==> src/rtl/cqm_pkg.sv <==
// shared constants, types and helpers of the complex quadrature modulator
package cqm_pkg;

	localparam int CQM_DW = 14;
	localparam int CQM_CW = 16;
	localparam int CQM_FRAC = 14;

	localparam logic [7:0] CQM_CTRL_OFS = 8'h04;
	localparam logic [7:0] CQM_STAT_OFS = 8'h08;

	localparam int CQM_NEG_BIT = 1;
	localparam int CQM_MIX_BIT = 2;
	localparam int CQM_STUFF_BIT = 3;
	localparam int CQM_FREQ_LSB = 4;
	localparam int CQM_SAT_BIT = 0;
	localparam int CQM_SLOT_BIT = 1;
	localparam int CQM_PHASE_LSB = 4;

	localparam logic [5:0] CQM_CTRL_RST = 6'h00;
	localparam logic [2:0] CQM_PHASE_RST = 3'h0;

	localparam logic signed [CQM_CW-1:0] CQM_ONE = 16'sh4000;
	localparam logic signed [CQM_CW-1:0] CQM_R2 = 16'sh2d41;
	localparam logic signed [CQM_DW-1:0] CQM_MAX = 14'sh1fff;
	localparam logic signed [CQM_DW-1:0] CQM_MIN = -14'sh2000;

	typedef enum logic [1:0] {CQM_MOD_OFF, CQM_MOD_HALF, CQM_MOD_QUARTER, CQM_MOD_EIGHTH} cqm_freq_e;

	typedef struct packed {
		logic stuff_en;
		cqm_freq_e freq;
		logic mix;
		logic neg;
	} cqm_ctrl_s;

	typedef struct packed {
		logic signed [CQM_DW-1:0] re;
		logic signed [CQM_DW-1:0] im;
	} cqm_iq_s;

	typedef struct packed {
		cqm_iq_s y;
		logic sat;
	} cqm_mul_st_s;

	typedef struct packed {
		cqm_ctrl_s ctrl;
		logic [2:0] phase;
		logic slot;
		logic sat_sticky;
	} cqm_top_st_s;

	// cosine table over eight phase steps
	function automatic logic signed [CQM_CW-1:0] cqm_cos8(input logic [2:0] ph);
		logic signed [CQM_CW-1:0] c;
		c = '0;
		unique case (ph)
			3'h0: c = CQM_ONE;
			3'h1: c = CQM_R2;
			3'h2: c = '0;
			3'h3: c = -CQM_R2;
			3'h4: c = -CQM_ONE;
			3'h5: c = -CQM_R2;
			3'h6: c = '0;
			3'h7: c = CQM_R2;
		endcase
		return c;
	endfunction : cqm_cos8

	// phase advance per input sample taken, stuffed slots excluded
	function automatic logic [2:0] cqm_step(input cqm_freq_e f);
		logic [2:0] s;
		s = 3'h0;
		unique case (f)
			CQM_MOD_OFF: s = 3'h0;
			CQM_MOD_HALF: s = 3'h4;
			CQM_MOD_QUARTER: s = 3'h2;
			CQM_MOD_EIGHTH: s = 3'h1;
		endcase
		return s;
	endfunction : cqm_step

	// scale back and clamp to the output word; msb flags a clamp
	function automatic logic [CQM_DW:0] cqm_sat(input logic signed [30:0] v);
		logic signed [16:0] t;
		logic [CQM_DW:0] r;
		t = v[30:CQM_FRAC];
		if (t > 17'sh01fff) begin
			r = {1'b1, CQM_MAX};
		end else if (t < -17'sh02000) begin
			r = {1'b1, CQM_MIN};
		end else begin
			r = {1'b0, t[CQM_DW-1:0]};
		end
		return r;
	endfunction : cqm_sat

endpackage : cqm_pkg

==> src/rtl/cqm_cmul.sv <==
// saturating complex multiplier with registered output
`timescale 1ns/1ps
`default_nettype none
module cqm_cmul
	import cqm_pkg::*;
(
	input wire logic clk,
	input wire logic rst,
	input wire cqm_iq_s in_s,
	input wire logic signed [CQM_CW-1:0] cos_c,
	input wire logic signed [CQM_CW-1:0] sin_c,
	input wire logic mix,
	input wire logic blank,
	output cqm_iq_s out_s,
	output logic sat
);
	cqm_mul_st_s st_r;
	cqm_mul_st_s st_nxt;
	logic signed [29:0] p_ic;
	logic signed [29:0] p_qs;
	logic signed [29:0] p_is;
	logic signed [29:0] p_qc;
	logic signed [30:0] s_re;
	logic signed [30:0] s_im;
	logic [CQM_DW:0] c_re;
	logic [CQM_DW:0] c_im;

	always_comb begin
		p_ic = in_s.re * cos_c;
		p_qs = in_s.im * sin_c;
		p_is = in_s.re * sin_c;
		p_qc = in_s.im * cos_c;
		if (mix) begin
			s_re = 31'(p_ic) - 31'(p_qs);
			s_im = 31'(p_is) + 31'(p_qc);
		end else begin
			s_re = 31'(p_ic);
			s_im = 31'(p_qc);
		end
		c_re = cqm_sat(s_re);
		c_im = cqm_sat(s_im);
		st_nxt = st_r;
		st_nxt.y.re = c_re[CQM_DW-1:0];
		st_nxt.y.im = c_im[CQM_DW-1:0];
		st_nxt.sat = c_re[CQM_DW] | c_im[CQM_DW];
		if (blank) begin
			st_nxt.y = '0;
			st_nxt.sat = 1'b0;
		end
	end

	always_ff @(posedge clk) begin
		if (rst) begin
			st_r <= '0;
		end else begin
			st_r <= st_nxt;
		end
	end

	assign out_s = st_r.y;
	assign sat = st_r.sat;
endmodule : cqm_cmul
`default_nettype wire

==> src/rtl/cqm_mod.sv <==
// complex quadrature modulator with apb control
// Notes on behaviour
// - mix bit set joins both channel modulators into one complex modulation
// - sign bit picks positive or negative exponent carrier
// - carrier rate programmable to half, quarter or eighth of sample rate
// - carrier built from quadrature cosine and sine, applied as complex product when mix is set
// - complex mode flagged invalid only at half rate
// - same carrier whichever channels carry data
// - real and imaginary streams, one per dac channel
// - rate held in control bits five and four, after interpolation
// - midscale stuffing happens after the modulator output
//
// The APB register port and the register offsets were decided locally.
`timescale 1ns/1ps
`default_nettype none
module cqm_mod
	import cqm_pkg::*;
(
	input wire logic CLOCK,
	input wire logic RESET,
	input wire logic PSEL,
	input wire logic PENABLE,
	input wire logic PWRITE,
	input wire logic [7:0] PADDR,
	input wire logic [31:0] PWDATA,
	output logic [31:0] PRDATA,
	output logic PREADY,
	output logic PSLVERR,
	input wire cqm_iq_s SAMPLE_IN,
	output logic SAMPLE_READY,
	output cqm_iq_s SAMPLE_OUT,
	output logic COMPLEX_INVALID
);
	cqm_top_st_s st_r;
	cqm_top_st_s st_nxt;
	logic wr_ctrl;
	logic wr_stat;
	logic hit;
	logic sat_pulse;
	logic signed [CQM_CW-1:0] cos_c;
	logic signed [CQM_CW-1:0] sin_raw;
	logic signed [CQM_CW-1:0] sin_c;

	// control word to fields
	function automatic cqm_ctrl_s ctrl_of(input logic [31:0] w);
		cqm_ctrl_s c;
		c.neg = w[CQM_NEG_BIT];
		c.mix = w[CQM_MIX_BIT];
		c.stuff_en = w[CQM_STUFF_BIT];
		c.freq = cqm_freq_e'(w[CQM_FREQ_LSB+1:CQM_FREQ_LSB]);
		return c;
	endfunction : ctrl_of

	assign hit = (PADDR == CQM_CTRL_OFS) || (PADDR == CQM_STAT_OFS);
	assign wr_ctrl = PSEL && PENABLE && PWRITE && (PADDR == CQM_CTRL_OFS);
	assign wr_stat = PSEL && PENABLE && PWRITE && (PADDR == CQM_STAT_OFS);
	assign PREADY = 1'b1;
	assign PSLVERR = PSEL && PENABLE && !hit;

	always_comb begin
		PRDATA = 32'h0;
		if (PSEL && PENABLE && !PWRITE) begin
			if (PADDR == CQM_CTRL_OFS) begin
				PRDATA[CQM_NEG_BIT] = st_r.ctrl.neg;
				PRDATA[CQM_MIX_BIT] = st_r.ctrl.mix;
				PRDATA[CQM_STUFF_BIT] = st_r.ctrl.stuff_en;
				PRDATA[CQM_FREQ_LSB+1:CQM_FREQ_LSB] = st_r.ctrl.freq;
			end else if (PADDR == CQM_STAT_OFS) begin
				PRDATA[CQM_SAT_BIT] = st_r.sat_sticky;
				PRDATA[CQM_SLOT_BIT] = st_r.slot;
				PRDATA[CQM_PHASE_LSB+2:CQM_PHASE_LSB] = st_r.phase;
			end
		end
	end

	assign cos_c = cqm_cos8(st_r.phase);
	assign sin_raw = cqm_cos8(3'(st_r.phase - 3'h2));
	assign sin_c = (st_r.ctrl.neg && st_r.ctrl.mix) ? -sin_raw : sin_raw;

	// half rate flagged in complex mode
	assign COMPLEX_INVALID = st_r.ctrl.mix && (st_r.ctrl.freq == CQM_MOD_HALF);
	assign SAMPLE_READY = !st_r.slot;

	always_comb begin
		st_nxt = st_r;
		// control field bits five to one
		if (wr_ctrl) begin
			st_nxt.ctrl = ctrl_of(PWDATA);
		end
		if (st_r.ctrl.stuff_en) begin
			st_nxt.slot = !st_r.slot;
		end else begin
			st_nxt.slot = 1'b0;
		end
		if (!st_r.slot) begin
			st_nxt.phase = 3'(st_r.phase + cqm_step(st_r.ctrl.freq));
		end
		if (wr_ctrl) begin
			st_nxt.phase = CQM_PHASE_RST;
		end
		// sticky clamp flag, set beats clear
		if (wr_stat && PWDATA[CQM_SAT_BIT]) begin
			st_nxt.sat_sticky = 1'b0;
		end
		if (sat_pulse) begin
			st_nxt.sat_sticky = 1'b1;
		end
	end

	always_ff @(posedge CLOCK) begin
		if (RESET) begin
			st_r.ctrl <= ctrl_of(32'(CQM_CTRL_RST));
			st_r.phase <= CQM_PHASE_RST;
			st_r.slot <= 1'b0;
			st_r.sat_sticky <= 1'b0;
		end else begin
			st_r <= st_nxt;
		end
	end

	// one complex stage drives both outputs
	cqm_cmul u_cmul (
		.clk(CLOCK),
		.rst(RESET),
		.in_s(SAMPLE_IN),
		.cos_c(cos_c),
		.sin_c(sin_c),
		.mix(st_r.ctrl.mix),
		.blank(st_r.slot),
		.out_s(SAMPLE_OUT),
		.sat(sat_pulse)
	);
endmodule : cqm_mod
`default_nettype wire

==> config.mk <==
export PLATFORM = sky130hd
export DESIGN_NAME = cqm_mod
export DESIGN_NICKNAME = d
export VERILOG_FILES = /design/src/rtl/cqm_pkg.sv /design/src/rtl/cqm_cmul.sv /design/src/rtl/cqm_mod.sv
export SDC_FILE = /design/constraint.sdc
export NUM_CORES = 2
export LEC_CHECK = 0
export BUFFER_PORTS_ARGS = -buffer_cell sky130_fd_sc_hd__clkbuf_2
export CAP_MARGIN = 20
export CORE_MARGIN = 10
export CORE_UTILIZATION = 30
export DETAILED_ROUTE_END_ITERATION = 8
export PLACE_DENSITY_LB_ADDON = 0.2
export SYNTH_ARGS = -nofsm -noshare
export SYNTH_HDL_FRONTEND = slang
export SYNTH_SLANG_ARGS = --single-unit
export TNS_END_PERCENT = 30
==> constraint.sdc <==
create_clock -name CLOCK -period 17.35 [get_ports CLOCK]
set_clock_uncertainty 0.2 [all_clocks]
set_input_delay 0.8675 -clock CLOCK [delete_from_list [all_inputs] [get_ports CLOCK]]
set_output_delay 0.8675 -clock CLOCK [all_outputs]
set_load 0.03 [all_outputs]
==> impl_metrics.json <==
{
  "status": "finished clean",
  "grt_use_total": 0.143,
  "layout.cells.non_filler": 5082,
  "wire_per_inst_um": 17.1,
  "h-tree-depth": 2,
  "fin_crit_sh": 0.776,
  "first_pass_iters": 5,
  "ir_drop_mv": 0.0445,
  "synth_common_cells": "inv_1, fa_1, ha_1",
  "synth_edf_count": 0,
  "intPower_mw": 0.566,
  "antenna_found_initial": 1,
  "post-cts-setup-buffers": 0,
  "grt-ovfl-total": 0,
  "synth_top_cell_by_area": "fa_1",
  "cts_root_buf": "clkbuf_16",
  "grt_pass1_wl_um": 142000,
  "syn_inst": 3573,
  "crit_path_end_kind": "register",
  "via_count": 22689,
  "power.density_nw_per_um2": 34.3,
  "area_growth_pct": 6.21,
  "ys_warn_count": 0,
  "syn_area_um2": 34200,
  "hp-class": "register to register",
  "synth_top_cell_area_share": 0.525,
  "placementRows": 123,
  "drv_cap": 0,
  "dp.cells": 5073,
  "path_max_fanout": 16,
  "max_slew.worst_pin.slew_ps": 1040,
  "cts_buffer_depth": 2,
  "syn_avg_cell_area_um2": 9.57,
  "grt_max_degree": 43,
  "cts_sinks": 44,
  "slowest_delay_ps": 830,
  "path_common_cell": "fa_1",
  "synth_seq_cells": 44,
  "fmax_ghz": 0.0743,
  "initial_utilization": 0.303,
  "r2r_cells": 39,
  "worstSetupPathType": "input pin to register",
  "tns_ps": 0,
  "cp_slowest_cell": "o31ai_2",
  "p_comb_frac": 0.797,
  "clkPwrFrac": 0.103,
  "yosysSeqAreaShare": 0.0258,
  "async_reset_ff_frac": 0,
  "final_nets": 4852,
  "drv_slew": 0,
  "start_kind": "input pin",
  "reg2reg_to": "u_cmul.out_s[0]",
  "min_to": "st_r[0]",
  "place_hpwl_um": 74600,
  "p_sw_frac": 0.546,
  "cp.required_ps": 17330,
  "portBuffers": 84,
  "clkTransAtPathRegs_ps": 80,
  "fillers": 11872,
  "r2r_slack_ps": 4030,
  "drive_above_1_share": 0.0399,
  "hold_viol": 0,
  "yosysUniqueCellTypes": 80,
  "die_w_um": 358,
  "placed_cell_area_um2": 36100,
  "dieArea_um2": 128000,
  "cp_data_arrival_time_ps": 13440,
  "die_height_um": 358,
  "finalCriticalPeriod_ps": 13460,
  "p_sw_mw": 0.681,
  "r2r-start": "cos_c[15]",
  "min_path_cells": 2,
  "drt_iter0_drc": 1115,
  "wirelength_um": 86700,
  "worst_slew_margin_rel": 0.300,
  "min_from": "u_cmul.sat",
  "setup_viol": 0,
  "postRouteAntennaNets": 0,
  "drc": 0,
  "synthTopCellsByArea": "fa_1, ha_1, inv_1, and2_1, nand2_1",
  "pwr-share-seq": 0.099,
  "clock_latency_ps": 340,
  "yosysMostFrequentCell": "inv_1",
  "grt_pass1_vias": 24674,
  "postCtsHoldBufs": 0,
  "final_area_um2": 36300,
  "cts_made_buffers": 5,
  "viasPerCell": 4.46,
  "cts_tree": "done",
  "gp_congestion": 0.826,
  "rsz0062_at_grt": "false",
  "leakage_nw": 18.9,
  "ctsResizeCount": 0,
  "num_io_pins": 137,
  "core_area_um2": 113000,
  "synthFlopType": "dfxtp_1"
}
[registers in the layout (all words and copies together) (netlist names)]
| name | count |
|---|---|
| cos_c | 5 |
| st_r | 10 |
| u_cmul.sat | 1 |
| u_cmul.out_s | 28 |
[critical path: cells and delay by family]
| kind | cells | cell delay, ps |
|---|---|---|
| AND/OR/NAND/NOR | 4 | 1070 |
| adder cells (fa/ha/maj) | 14 | 6600 |
| buffers and inverters | 11 | 1090 |
| XOR/XNOR | 2 | 380 |
| AO/OA/AOI/OAI | 12 | 3390 |
[per-stage QoR]
stage | util | worst slack [ps] | power [mW] | hold WS, ps
after floorplan | - | 5560 | 0.883 | 211
after global placement | 0.320 | 3560 | 1.12 | 273
after detailed placement | 0.320 | 3530 | 1.12 | 278
after CTS | 0.322 | 3890 | 1.26 | 294
after global routing | 0.322 | 3060 | 1.40 | 329
final | 0.322 | 3890 | 1.25 | 284
[cell families (layout without fill, tap and decap cells)]
kind of cell,after synthesis,count (layout),synth area share
adder cells (fa/ha/maj),1199,1199,0.636
flip-flops,44,44,0.0258
other,2,27,0.000220
XOR/XNOR,125,125,0.0320
AND/OR/NAND/NOR,708,708,0.104
multiplexers,23,23,0.00684
AO/OA/AOI/OAI,363,363,0.0698
buffers and inverters,1109,1093,0.125
[power groups by stage]
stage                     clock (mW)  sequential (mW)  combinational, mW
after floorplan                    0            0.148              0.735
after global placement             0            0.128              0.996
after detailed placement           0            0.128              0.994
after CTS                      0.136            0.126               1.00
after global routing           0.138            0.125               1.13
final                          0.129            0.124              0.994
[area by class of cell]
class	instances	area (µm²)	share of cell area
multi-input cells	2444	29100	0.802
inverters	983	3690	0.102
well taps	1500	1880	0.0517
flip-flops and latches	44	882	0.0243
repair buffers	102	556	0.0153
clock buffers	6	139	0.00382
clock inverters	2	38.8	0.00107
diodes	1	2.50	0.0000689
[worst max-delay path by stage]
stage | from | end | slack [ps] | depth (start not counted)
after global routing | SAMPLE_IN[4] | u_cmul.out_s[0] | 3060 | 43
after detailed placement | SAMPLE_IN[3] | u_cmul.out_s[0] | 3530 | 43
after floorplan | SAMPLE_IN[3] | u_cmul.out_s[3] | 5560 | 43
after CTS | SAMPLE_IN[3] | u_cmul.out_s[0] | 3890 | 43
final | SAMPLE_IN[4] | u_cmul.out_s[0] | 3890 | 43
after global placement | SAMPLE_IN[3] | u_cmul.out_s[0] | 3560 | 43
[metal layers]
layer | vias to the layer above | track usage | routed length (µm)
met1 | 11699 | 0.208 | 41000
li1 | 10651 | - | -
met3 | 22 | 0.0155 | 3320
met4 | 0 | 0.0183 | 902
met5 | - | 0 | 0
met2 | 317 | 0.235 | 41500
[cells in the final DEF (no fill, tap or decap), types with 38 or more instances in the layout]
| cell type | instances |
|---|---|
| a21oi_1 | 98 |
| a21o_1 | 38 |
| clkbuf_2 | 84 |
| fa_1 | 897 |
| dfxtp_1 | 43 |
| o21ai_0 | 73 |
| nand2_1 | 246 |
| inv_1 | 982 |
| ha_1 | 302 |
| xnor2_1 | 93 |
| nor2_1 | 93 |
| and2_1 | 220 |
Power figures use the tool's default switching activity.
